<file path="src/hw/pabc_pkg.sv">
// pabc_pkg: register map, field layout and reset values for the two-port pin control block.
// assumes a 32-bit APB bus with byte addresses; each register takes one aligned word.
package pabc_pkg;

	// register byte offsets
	localparam logic [7:0] OFS_A_DIR    = 8'h00; // write: first port direction, read: pin levels
	localparam logic [7:0] OFS_A_LATCH  = 8'h04; // first_port_output_latch
	localparam logic [7:0] OFS_B_DIR    = 8'h08; // write: second_port_direction, read: pin levels
	localparam logic [7:0] OFS_B_LATCH  = 8'h0C; // second_port_output_latch
	localparam logic [7:0] OFS_MODE     = 8'h10; // operating mode and address-width signals
	localparam logic [7:0] OFS_PERIPH   = 8'h14; // serial, keyboard mask and event select bits
	localparam logic [7:0] OFS_STATUS   = 8'h18; // pull-up and drive state, read only

	// register index used by the decoder
	typedef enum logic [2:0] {
		REG_A_DIR    = 3'h0,
		REG_A_LATCH  = 3'h1,
		REG_B_DIR    = 3'h2,
		REG_B_LATCH  = 3'h3,
		REG_MODE     = 3'h4,
		REG_PERIPH   = 3'h5,
		REG_STATUS   = 3'h6,
		REG_NONE     = 3'h7
	} pabc_reg_t;

	// operating mode, one-hot
	typedef enum logic [2:0] {
		MODE_SINGLE  = 3'b001,
		MODE_MUX     = 3'b010,
		MODE_NORMAL  = 3'b100
	} pabc_mode_t;

	// mode register fields
	localparam int MODE_LSB      = 0;
	localparam int MODE_W        = 3;
	localparam int ADDR13_BIT    = 3;
	localparam int ADDR18_BIT    = 4;
	localparam logic [31:0] MODE_RESET = 32'h0000_0019; // single-chip, no address pins

	// peripheral register fields
	localparam int S0_EXT_BIT    = 0;
	localparam int S0_SYNC_BIT   = 1;
	localparam int S0_CLKIN_BIT  = 2;
	localparam int S2_EXT_BIT    = 3;
	localparam int S2_SYNC_BIT   = 4;
	localparam int S2_CLKIN_BIT  = 5;
	localparam int KMASK_LSB     = 8;
	localparam int EVSEL_LSB     = 16;
	localparam int EVSEL_W       = 4;
	localparam logic [31:0] PERIPH_RESET = 32'h0000_FF00; // all keyboard inputs masked

	// status register fields
	localparam int STAT_PU_LSB   = 0;
	localparam int STAT_AOE_LSB  = 8;
	localparam int STAT_BOE_LSB  = 16;

	// port widths and reset values
	localparam int PORT_W        = 8;
	localparam logic [7:0] PORT_RESET = 8'h00;
	localparam int ADDR_PIN_BASE = 16; // first port pin n carries address bit 16+n

endpackage : pabc_pkg

</file>
<file path="src/hw/pabc_pins.sv">
// pabc_pins: pin control for two 8-bit general-purpose ports behind an APB slave.
// assumes pins are resolved outside from out/oe; bus_address_high and standby
// inputs come from logic on pclk.
//
// Behaviour
// - normal extended pin0: serial clock in, else input, output, or address bit 16.
// - pins 7..0 feed keyboard wakeup when mask is 0; software keeps direction 0.
// - event-selected pin still drives its output when its direction bit is 1.
// - single-chip and multiplexed modes: pins 7..2 never output address bits.
// - pin1 is second serial clock input when its three enable bits are 1.
// - pin0 is first serial clock input when its three enable bits are 1.
// - first port pull-up on only when direction 0 and output latch 1.
// - all first port pull-ups off during reset and hardware standby.
// - software standby keeps each pull-up in its prior state.
// - second port direction write-only, 1 output, 0 input, resets 0.
// - second port output latch readable, writable, resets 0, drives output pins.
// - first port pin-level read returns the pins, never the latch.
// - second port pin-level read returns the current eight pin levels.
`timescale 1ns/1ns

module pabc_pins (
	// clock, reset, enable
	input  wire logic        pclk,
	input  wire logic        presetn,
	input  wire logic        pce,
	// apb slave
	input  wire logic        psel,
	input  wire logic        penable,
	input  wire logic        pwrite,
	input  wire logic [7:0]  paddr,
	input  wire logic [31:0] pwdata,
	input  wire logic [3:0]  pstrb,
	output logic      [31:0] prdata,
	output logic             pready,
	output logic             pslverr,
	// system state
	input  wire logic        hw_standby,
	input  wire logic        sw_standby,
	input  wire logic [7:0]  bus_address_high,
	// first port pins
	input  wire logic [7:0]  pa_in,
	output logic      [7:0]  pa_out,
	output logic      [7:0]  pa_oe,
	output logic      [7:0]  pa_pullup,
	// second port pins
	input  wire logic [7:0]  pb_in,
	output logic      [7:0]  pb_out,
	output logic      [7:0]  pb_oe,
	// peripheral inputs taken from the pins
	output logic      [7:0]  keyboard_wake_n,
	output logic             event_count_in,
	output logic             serial0_ext_clock_in,
	output logic             serial2_ext_clock_in
);

	// map a byte address to a register index; shared by read and write paths
	function automatic pabc_pkg::pabc_reg_t decode(input logic [7:0] addr);
		unique case (addr)
			pabc_pkg::OFS_A_DIR:   decode = pabc_pkg::REG_A_DIR;
			pabc_pkg::OFS_A_LATCH: decode = pabc_pkg::REG_A_LATCH;
			pabc_pkg::OFS_B_DIR:   decode = pabc_pkg::REG_B_DIR;
			pabc_pkg::OFS_B_LATCH: decode = pabc_pkg::REG_B_LATCH;
			pabc_pkg::OFS_MODE:    decode = pabc_pkg::REG_MODE;
			pabc_pkg::OFS_PERIPH:  decode = pabc_pkg::REG_PERIPH;
			pabc_pkg::OFS_STATUS:  decode = pabc_pkg::REG_STATUS;
			default:               decode = pabc_pkg::REG_NONE;
		endcase
	endfunction : decode

	// merge a write under byte strobes
	function automatic logic [31:0] merge(input logic [31:0] old, input logic [31:0] wd,
	                                      input logic [3:0] strb);
		logic [31:0] res;
		res = old;
		for (int i = 0; i < 4; i++) begin
			if (strb[i]) begin
				res[8*i +: 8] = wd[8*i +: 8];
			end
		end
		merge = res;
	endfunction : merge

	// pin synchronisers: stage one is read only by stage two
	logic [7:0]  pa_meta;
	logic [7:0]  pa_sync;
	logic [7:0]  pb_meta;
	logic [7:0]  pb_sync;

	// register state
	logic [7:0]  a_dir;
	logic [7:0]  a_latch;
	logic [7:0]  b_dir;
	logic [7:0]  b_latch;
	logic [31:0] mode_reg;
	logic [31:0] periph_reg;
	logic [7:0]  pu_held;
	logic [31:0] rdata_q;
	logic [7:0]  next_a_dir;
	logic [7:0]  next_a_latch;
	logic [7:0]  next_b_dir;
	logic [7:0]  next_b_latch;
	logic [31:0] next_mode_reg;
	logic [31:0] next_periph_reg;
	logic [7:0]  next_pu_held;
	logic [31:0] next_rdata_q;

	// decoded control
	pabc_pkg::pabc_mode_t mode;
	pabc_pkg::pabc_reg_t  sel_reg;
	logic        normal_ext;
	logic        addr13_sig;
	logic        addr18_sig;
	logic        s0_clk_sel;
	logic        s2_clk_sel;
	logic [7:0]  kmask;
	logic [3:0]  ev_sel;
	logic [7:0]  pu_live;
	logic        wr_en;
	logic        setup;

	// two flops on every pin input before any logic sees it
	always_ff @(posedge pclk or negedge presetn) begin
		if (!presetn) begin
			pa_meta <= pabc_pkg::PORT_RESET;
			pa_sync <= pabc_pkg::PORT_RESET;
			pb_meta <= pabc_pkg::PORT_RESET;
			pb_sync <= pabc_pkg::PORT_RESET;
		end else if (pce) begin
			pa_meta <= pa_in;
			pa_sync <= pa_meta;
			pb_meta <= pb_in;
			pb_sync <= pb_meta;
		end
	end

	// control field decode; an illegal mode code falls back to single-chip
	always_comb begin
		unique case (mode_reg[pabc_pkg::MODE_LSB +: pabc_pkg::MODE_W])
			3'b001:  mode = pabc_pkg::MODE_SINGLE;
			3'b010:  mode = pabc_pkg::MODE_MUX;
			3'b100:  mode = pabc_pkg::MODE_NORMAL;
			default: mode = pabc_pkg::MODE_SINGLE;
		endcase
	end

	assign normal_ext = (mode == pabc_pkg::MODE_NORMAL);
	assign addr13_sig = mode_reg[pabc_pkg::ADDR13_BIT];
	assign addr18_sig = mode_reg[pabc_pkg::ADDR18_BIT];
	assign kmask      = periph_reg[pabc_pkg::KMASK_LSB +: pabc_pkg::PORT_W];
	assign ev_sel     = periph_reg[pabc_pkg::EVSEL_LSB +: pabc_pkg::EVSEL_W];
	// serial clock pick-up needs all three channel bits, in every mode
	assign s0_clk_sel = periph_reg[pabc_pkg::S0_EXT_BIT] & periph_reg[pabc_pkg::S0_SYNC_BIT]
	                  & periph_reg[pabc_pkg::S0_CLKIN_BIT];
	assign s2_clk_sel = periph_reg[pabc_pkg::S2_EXT_BIT] & periph_reg[pabc_pkg::S2_SYNC_BIT]
	                  & periph_reg[pabc_pkg::S2_CLKIN_BIT];

	// first port per-pin function select
	genvar n;
	generate
		for (n = 0; n < 8; n++) begin : g_pa
			logic ext_clk;
			logic addr_drv;
			// only pins 0 and 1 can be taken by a serial clock
			assign ext_clk  = (n == 0) ? s0_clk_sel : ((n == 1) ? s2_clk_sel : 1'b0);
			// address bits appear only in normal extended mode, direction 1, width signal 0
			assign addr_drv = normal_ext & a_dir[n]
			                & ~((n < 2) ? addr13_sig : addr18_sig);
			// direction 1 drives even when the event counter selected this pin
			assign pa_oe[n]  = a_dir[n] & ~ext_clk;
			assign pa_out[n] = addr_drv ? bus_address_high[n] : a_latch[n];
			// keyboard wakeup is active low; masked or driven pins read inactive
			assign keyboard_wake_n[n] = (kmask[n] | a_dir[n]) ? 1'b1 : pa_sync[n];
			assign pu_live[n] = ~a_dir[n] & a_latch[n];
		end
	endgenerate

	// serial clocks are passed only while their channel claims the pin
	assign serial0_ext_clock_in = s0_clk_sel & pa_sync[0];
	assign serial2_ext_clock_in = s2_clk_sel & pa_sync[1];

	// event counter source: codes 0..7 first port, 8..15 second port
	assign event_count_in = ev_sel[3] ? pb_sync[ev_sel[2:0]] : pa_sync[ev_sel[2:0]];

	// second port drives its latch wherever direction is 1
	assign pb_oe  = b_dir;
	assign pb_out = b_latch;

	// pull-ups: forced off in hardware standby, frozen in software standby;
	// reset clears both latches so the live term is off too
	assign pa_pullup = hw_standby ? pabc_pkg::PORT_RESET
	                 : (sw_standby ? pu_held : pu_live);

	// apb: zero wait states, read data captured in the setup cycle
	assign setup   = psel & ~penable;
	assign sel_reg = decode(paddr);
	assign wr_en   = psel & penable & pwrite & (sel_reg != pabc_pkg::REG_NONE)
	               & (sel_reg != pabc_pkg::REG_STATUS);
	assign pready  = 1'b1;
	// unmapped offsets and writes to the status word are refused
	assign pslverr = psel & penable & ((sel_reg == pabc_pkg::REG_NONE)
	               | (pwrite & (sel_reg == pabc_pkg::REG_STATUS)));
	assign prdata  = rdata_q;

	// next register values
	always_comb begin
		next_a_dir      = a_dir;
		next_a_latch    = a_latch;
		next_b_dir      = b_dir;
		next_b_latch    = b_latch;
		next_mode_reg   = mode_reg;
		next_periph_reg = periph_reg;
		next_rdata_q    = rdata_q;
		// held copy tracks the live value until software standby begins
		next_pu_held    = sw_standby ? pu_held : pu_live;
		if (hw_standby) begin
			next_pu_held = pabc_pkg::PORT_RESET;
		end
		if (wr_en && pstrb[0]) begin
			unique case (sel_reg)
				pabc_pkg::REG_A_DIR:   next_a_dir   = pwdata[7:0];
				pabc_pkg::REG_A_LATCH: next_a_latch = pwdata[7:0];
				pabc_pkg::REG_B_DIR:   next_b_dir   = pwdata[7:0];
				pabc_pkg::REG_B_LATCH: next_b_latch = pwdata[7:0];
				default: begin
				end
			endcase
		end
		if (wr_en && sel_reg == pabc_pkg::REG_MODE) begin
			next_mode_reg = merge(mode_reg, pwdata, pstrb);
		end
		if (wr_en && sel_reg == pabc_pkg::REG_PERIPH) begin
			next_periph_reg = merge(periph_reg, pwdata, pstrb);
		end
		if (setup) begin
			next_rdata_q = 32'h0000_0000;
			unique case (sel_reg)
				// direction words are write only; their address reads the pins
				pabc_pkg::REG_A_DIR:   next_rdata_q[7:0] = pa_sync;
				pabc_pkg::REG_A_LATCH: next_rdata_q[7:0] = a_latch;
				pabc_pkg::REG_B_DIR:   next_rdata_q[7:0] = pb_sync;
				pabc_pkg::REG_B_LATCH: next_rdata_q[7:0] = b_latch;
				pabc_pkg::REG_MODE:    next_rdata_q = mode_reg;
				pabc_pkg::REG_PERIPH:  next_rdata_q = periph_reg;
				pabc_pkg::REG_STATUS: begin
					next_rdata_q[pabc_pkg::STAT_PU_LSB +: 8]  = pa_pullup;
					next_rdata_q[pabc_pkg::STAT_AOE_LSB +: 8] = pa_oe;
					next_rdata_q[pabc_pkg::STAT_BOE_LSB +: 8] = pb_oe;
				end
				default: begin
				end
			endcase
		end
	end

	// register update; pce low freezes everything
	always_ff @(posedge pclk or negedge presetn) begin
		if (!presetn) begin
			a_dir      <= pabc_pkg::PORT_RESET;
			a_latch    <= pabc_pkg::PORT_RESET;
			b_dir      <= pabc_pkg::PORT_RESET;
			b_latch    <= pabc_pkg::PORT_RESET;
			mode_reg   <= pabc_pkg::MODE_RESET;
			periph_reg <= pabc_pkg::PERIPH_RESET;
			pu_held    <= pabc_pkg::PORT_RESET;
			rdata_q    <= 32'h0000_0000;
		end else if (pce) begin
			a_dir      <= next_a_dir;
			a_latch    <= next_a_latch;
			b_dir      <= next_b_dir;
			b_latch    <= next_b_latch;
			mode_reg   <= next_mode_reg;
			periph_reg <= next_periph_reg;
			pu_held    <= next_pu_held;
			rdata_q    <= next_rdata_q;
		end
	end

endmodule : pabc_pins

</file>
<file path="config.mk">
export PLATFORM = sky130hd
export DESIGN_NAME = pabc_pins
export DESIGN_NICKNAME = d
export VERILOG_FILES = /design/src/hw/pabc_pkg.sv /design/src/hw/pabc_pins.sv
export SDC_FILE = /design/constraint.sdc
export NUM_CORES = 1
export LEC_CHECK = 0
export BUFFER_PORTS_ARGS = -buffer_cell sky130_fd_sc_hd__clkbuf_2
export CORE_ASPECT_RATIO = 0.7
export CORE_MARGIN = 2
export CORE_UTILIZATION = 59
export DETAILED_ROUTE_END_ITERATION = 12
export GPL_TIMING_DRIVEN = 0
export PLACE_DENSITY_LB_ADDON = 0.3
export SYNTH_ARGS = -nofsm -noshare
export SYNTH_HDL_FRONTEND = slang
export SYNTH_SLANG_ARGS = --single-unit
</file>
<file path="constraint.sdc">
create_clock -name pclk -period 4 [get_ports pclk]
set_input_delay 0.6 -clock pclk [delete_from_list [all_inputs] [get_ports pclk]]
set_output_delay 0.6 -clock pclk [all_outputs]
set_load 0.03 [all_outputs]
</file>
==> key figures, run 1 <==
Cells and area
  • Share of layout cells above drive strength 1: 48.9%
  • N_diodes: 0
  • # fillers: 849
  • Design area: 0.00934 mm2
  • Area grow syn2layout: 21.5%
  • Post-Layout Cell Count: 949
  • Nets: 850
  • Finished Core Util: 74.4%

Worst setup path
  • CP Data Required Time: 3.40 ns
  • Crit. End Element: primary output
  • Worst-case reg-to-reg path depth: 5
  • Critical path class: flop to primary output
  • FF-to-FF setup slack: 2.20 ns
  • Worst reg2reg path startpoint: a_dir[2]
  • CP max FO: 6
  • RR Endpoint: prdata[2]
  • CP startpoint kind: flop
  • Arr. time, crit path: 2.42 ns

Logic synthesis
  • Synth top area share: 51.1%
  • Cell variety after synth: 41
  • Area contributors post-synth: dfrtp_1, mux2_2, a22oi_1
  • Syn Inst Count: 597
  • Syn Std Cell Area: 0.00769 mm2
  • Mean Syn Cell Area: 12.9 um2
  • Number of flops mapped to enable cells by yosys: 0
  • Synth warn: 0
  • Largest area contributor in the netlist: dfrtp_1
  • Yosys reg bits: 168
  • Register area share after synthesis: 54.9%
  • Top FF cell, synth: dfrtp_1
  • Async S/R FF share, synth: 100%
  • Syn nets: 673

STA
  • Clock skew: 0.0117 ns
  • Worst Max-Slew Pin Slew: 0.864 ns
  • Clock period minus worst slack: 3.02 ns
  • Fin crit share: 75.5%
  • RSZ-0062 raised after global routing: no
  • Setup Viol. Count Final: 0
  • Slew headroom: 42.1%
  • Fmax: 331 MHz
  • Final TNS setup: 0 ns
  • Final Hold Viols: 0
  • Max-slew violations: 0

Detailed routing
  • Final wirelength: 22000 um
  • Drt wl/cell: 23.2 um
  • Initial DRC Count: 613
  • Vias per Instance: 6.23
  • DRC Markers: 0
  • DRT Pass-1 Iters: 5
  • DR vias: 5911
  • Detail Route Antenna Nets: 0

Clock network
  • Clock tree buffer depth: 2
  • Setup Fix Bufs, Post-CTS: 0
  • Post-CTS Hold Fix Bufs: 0
  • Post-CTS sizing: 0
  • CTS tree: done
  • Clock root cell: clkbuf_16
  • Clk_lat worst skew: 0.43 ns
  • TritonCTS Buffers: 17
  • Clock slew at reported path FFs: 0.07 ns
  • Num Clock Sinks: 168
  • H-tree levels: 4

Floorplanning
  • Initial Util: 61.3%
  • # rows: 34
  • Core box area: 0.0125 mm2
  • Number of I/O pins: 161
  • DIE AREA: 0.0140 mm2
  • Die width: 140 um
  • Die height: 99.5 um

Global route
  • Largest net degree at the start of global routing: 120
  • GRT Util Overall: 32.9%
  • Initial antenna violation count: 0
  • Global-route wire length before repair: 34200 um
  • Vias in the first global route: 6024
  • Global route total overflow: 0

Worst hold path
  • Hold Crit Class: input port to async pin

Power and ir drop
  • Pleak: 4.59 nW
  • Cell Pwr Density: 417 mW/mm2
  • Worst vdd ir: 0.336 mV

Place
  • Port bufs: 157
  • Cell Count Post-Placement: 917
  • Dpl hpwl: 16200 um
  • DP Area: 0.00871 mm2
  • Final GP Congestion: 0.953

Run
  • Max-cap viol count: 0

Outcome
  • Outcome: complete, no violations
per-stage QoR:
stage,setup slack (ns),power [W],hold WS (ns)
2_1_floorplan,1.57,0.00199,0.304
3_3_place_gp,-0.443,0.00215,0.473
3_5_place_dp,1.11,0.00217,0.492
4_1_cts,0.968,0.00389,0.121
5_1_grt,0.890,0.00400,0.137
6_report,0.982,0.00389,0.107
layer usage:
| metal | GRT usage (%) | vias to the layer above | share of wire [%] |
|---|---|---|---|
| li1 | - | 2553 | - |
| met1 | 46.3 | 3055 | 43 |
| met2 | 49.7 | 270 | 45 |
| met3 | 10.1 | 33 | 9.9 |
| met4 | 10.3 | 0 | 1.7 |
| met5 | 0 | - | 0 |
synthesized netlist by cell type (all sizes together), types with 5 or more instances:
| master | count |
|---|---|
| dfrtp | 157 |
| nor2 | 50 |
| a22oi | 49 |
| nor3 | 6 |
| mux4 | 5 |
| buf | 19 |
| or3 | 8 |
| nor3b | 8 |
| a22o | 8 |
| mux2 | 142 |
| a21oi | 19 |
| and2 | 8 |
| clkbuf | 20 |
| a221oi | 13 |
| dfstp | 11 |
| o21ai | 26 |
| nand2 | 26 |
worst max path at each step:
stage / from / end / slack, ns / cells after the start
floorplan: paddr[4] / pslverr / 1.57 / 4
global placement: presetn / mode_reg[27] / -0.44 / 1
detailed placement: pce / periph_reg[23] / 1.11 / 5
CTS: periph_reg[16] / event_count_in / 0.97 / 4
global route: periph_reg[16] / event_count_in / 0.89 / 4
finish: periph_reg[16] / event_count_in / 0.98 / 4
cells by family after synthesis:
logic type	after synthesis	synth area share [%]
mux	147	22.7
flops	168	54.9
buf+inv	41	2.77
other cells	1	0.0488
simple gates	120	9.03
compound gates	120	10.6
final cells by class:
cell class	count	area, um2	area share (%)
inverters	2	7.51	0.0804
repair buffers	158	822	8.80
clock inverters	12	164	1.75
plain buffers	39	205	2.20
flip-flops and latches	168	4220	45.1
well taps	162	203	2.17
clock buffers	20	467	5.00
multi-input cells	388	3260	34.9
layout by cell type (no fill, tap or decap), types with 2 or more instances in the layout:
cell          n
clkbuf_1     20
buf_2         8
nor2_8        3
nor3_2        3
a22o_1        8
clkinv_4      2
clkinvlp_4    3
o21ai_0      26
and2_1        7
mux4_2        5
nor3_4        2
bufinv_16     3
nor2_1       47
inv_6         2
a22oi_1      49
o2bb2ai_1     3
or3_1         8
mux2_2      134
and3_2        3
nor3b_1       7
mux2_4        8
clkbuf_2    156
dfstp_2      11
nand3_1       3
clkbuf_8      4
nand2_2       4
buf_4         7
inv_1         2
dfrtp_1     157
buf_6         3
nand2_1      22
a21oi_1      19
nand3b_1      2
a221oi_1     13
clkbuf_16    17
worst max-delay path, stage by stage (launching register included):
cell and delay (ns):
dfrtp_1 0.32, clkbuf_1 0.36, mux4_2 0.59, mux4_2 0.52, clkbuf_2 0.20
power breakdown:
part | internal, W | switching [W]
logic | 0.000122 | 0.000211
registers | 0.00176 | 0.0000561
clock network | 0.00104 | 0.000708
No activity file was read; power rests on OpenSTA's default activity.
==> inputs of run 2 (changes only) <==
- CORE_UTILIZATION: 59 -> 50
- clock period: 4 -> 2.7 ns (I/O delays scaled with it)
==> run 2 against run 1 <==
Against the previous run: utilization shrank 11 points; total power up 44%; final area rose by 0.17%; via count is essentially flat; cell count up 3.5%; sequential share of layout area down 0.065 points; critical path depth is 1 lower; critical endpoint unchanged; non-clock buffer count stayed put; largest power group unchanged; register-to-register slack got worse by 1.3 ns; sequential cell count is the same; setup slack worse by 0.84 ns; largest cell class unchanged; sequential power rose by 48%.
==> key figures, run 2 (synthesized netlist as in run 1, its figures left out) <==
STA
  • Max-slew violations: 0 (unchanged)
  • Clock skew: 0.0102 ns (was 0.0117 ns)
  • Final Hold Viols: 0 (unchanged)
  • Final TNS setup: 0 ns (unchanged)
  • Slew headroom: 37.5% (was 42.1%)
  • Fin worst setup slack: 0.143 ns (was 0.982 ns)
  • Worst Max-Slew Pin Slew: 0.932 ns (was 0.864 ns)
  • Clock period minus worst slack: 2.56 ns
  • Fin crit share: 94.7%
  • Fmax: 391 MHz
  • Setup Viol. Count Final: 0 (unchanged)
  • RSZ-0062 raised after global routing: no (unchanged)

Power and ir drop
  • Switching Share: 25.1% (was 25.0%)
  • Pleak: 4.58 nW (was 4.59 nW)
  • Seq pwr share: 47.7% (was 46.5%)
  • Net Sw Power: 0.00141 W (was 0.000975 W)
  • Logic pwr share: 8.8% (was 8.6%)
  • Clock power frac: 43.6% (was 44.9%)
  • Worst vdd ir: 0.435 mV (was 0.336 mV)
  • Tot Pwr: 0.00561 W (was 0.00389 W)
  • Internal Power: 0.00420 W (was 0.00292 W)
  • Cell Pwr Density: 599 mW/mm2 (was 417 mW/mm2)

Clock network
  • Clock tree buffer depth: 2 (unchanged)
  • CTS tree: done (unchanged)
  • Num Clock Sinks: 168 (unchanged)
  • H-tree levels: 4 (unchanged)
  • TritonCTS Buffers: 17 (unchanged)
  • Clk_lat worst skew: 0.43 ns (about the same)
  • Clock slew at reported path FFs: 0.06 ns (was 0.07 ns)
  • Clock root cell: clkbuf_16 (unchanged)

Floorplanning
  • Initial Util: 51.7% (was 61.3%)
  • Core box area: 0.0149 mm2 (was 0.0125 mm2)
  • Die width: 152 um (was 140 um)
  • Die height: 108 um (was 99.5 um)
  • Number of I/O pins: 161 (unchanged)
  • # rows: 37 (was 34)
  • DIE AREA: 0.0164 mm2 (was 0.0140 mm2)

Run
  • Max-cap viol count: 0 (unchanged)

Global route
  • Initial antenna violation count: 0 (unchanged)
  • Global-route wire length before repair: 33600 um (was 34200 um)
  • Largest net degree at the start of global routing: 113 (was 120)
  • Global route total overflow: 0 (unchanged)
  • GRT Util Overall: 27.3% (was 32.9%)
  • Vias in the first global route: 5960 (was 6024)

Detailed routing
  • Final wirelength: 22000 um (about the same)
  • DRC Markers: 0 (unchanged)
  • DRT Pass-1 Iters: 5 (unchanged)
  • Vias per Instance: 6.02 (was 6.23)
  • DR vias: 5908 (was 5911)
  • Drt wl/cell: 22.4 um (was 23.2 um)
  • Initial DRC Count: 461 (was 613)
  • Detail Route Antenna Nets: 0 (unchanged)

Worst setup path
  • Buffers & Inverters on Critical Path: 1 (was 2)
  • CP max FO: 6 (unchanged)
  • Slowest stage delay, CP: 0.55 ns (was 0.59 ns)
  • Slowest cell on crit path: mux4_2 (unchanged)
  • Delay-heaviest family, CP: multiplexers (unchanged)
  • Critical path class: flop to primary output (unchanged)
  • Arr. time, crit path: 2.15 ns (was 2.42 ns)
  • Critical path, cell by cell: mux4_2, mux4_2, clkbuf_2 (was clkbuf_1, mux4_2, mux4_2, clkbuf_2)
  • Most Frequent Cell on Critical Path: mux4_2 (unchanged)
  • CP Data Required Time: 2.30 ns (was 3.40 ns)
  • CP startpoint kind: flop (unchanged)
  • Crit. End Element: primary output (unchanged)

Worst hold path
  • Hold Crit Class: input port to flop (was input port to async pin)

Cells and area
  • Finished Core Util: 63.0% (was 74.4%)
  • # fillers: 1152 (was 849)
  • Register area: 0.00422 mm2 (about the same)
  • Area grow syn2layout: 21.7% (was 21.5%)
  • Multi-input logic area: 0.00326 mm2 (unchanged)
  • Nets: 850 (unchanged)
  • Share of layout cells above drive strength 1: 49.0% (was 48.9%)
  • N_diodes: 0 (unchanged)
  • Commonest non-fill, non-tap cells in the layout: dfrtp_1, clkbuf_2, mux2_2 (unchanged)

Place
  • Dpl hpwl: 16500 um (was 16200 um)
  • Final GP Congestion: 0.947 (was 0.953)
  • Port bufs: 157 (unchanged)
  • Setup WS pre-CTS: 0.186 ns (was 1.11 ns)

Outcome
  • Outcome: complete, no violations (unchanged)
run 2: through the flow:
stage / hold WS [ns] / instance area [um2] / std cells
2_1_floorplan: 0.109 / 7690 / 597
3_3_place_gp: 0.482 / 8720 / 949
3_5_place_dp: 0.410 / 8750 / 950
4_1_cts: 0.192 / 9360 / 982
5_1_grt: 0.196 / 9360 / 982
6_report: 0.204 / 9360 / 982
run 2: layer usage:
metal  vias to the layer above  track usage [%]  routed length [um]  part of all wire (%)
met5                         -                0                   0                     0
met4                         0             9.21                 428                   1.9
met3                        33             10.1                2480                    11
met2                       309             39.9                9650                    44
met1                      3016             37.8                9480                    43
li1                       2550                -                   -                     -
run 2: power by group through the flow:
stage	Sequential (W)	Clock [W]	Combinational (W)
final	0.00267	0.00244	0.000492
after global routing	0.00268	0.00260	0.000533
after CTS	0.00267	0.00249	0.000494
after detailed placement	0.00272	0	0.000489
after global placement	0.00271	0	0.000469
after floorplan	0.00272	0	0.000229
run 2: timing repair:
action | 4_1_cts | 5_1_grt
hold buffers | 1 | 0
endpoints found under the hold margin | 56 | 0
resized for setup | 0 | 1
pin swaps | 0 | 0
setup buffers | 0 | 0
endpoints found under the setup margin | 1 | 1
run 2: worst reg2reg max path, stage by stage, from the launching register on:
cell	delay (ns)
dfrtp_1	0.57
nor3b_1	0.10
a21oi_1	0.32
a21oi_1	0.13
a221oi_1	0.37
o21ai_0	0.15
run 2: path summary, 6_finish.rpt:
| kind | slack [ns] | to | cells past startpoint | start |
|---|---|---|---|---|
| max | 0.14 | event_count_in | 3 | periph_reg[16] |
| min | 0.20 | pa_meta[1] | 2 | pa_in[1] |
| max reg2reg | 0.93 | prdata[2] | 5 | a_dir[2] |
| min reg2reg | 0.50 | pa_sync[4] | 1 | pa_meta[4] |
| max in group asynchronous | 1.29 | periph_reg[1] | 3 | presetn |
| min in group asynchronous | 0.51 | pb_oe[0] | 2 | presetn |
run 2: cell type report:
type                    instances  area share [%]
plain buffers                  38            2.15
clock buffers                  19            4.84
clock inverters                13            1.55
inverters                       2          0.0802
multi-input cells             388            34.8
flip-flops and latches        168            45.1
well taps                     195            2.61
repair buffers                159            8.89
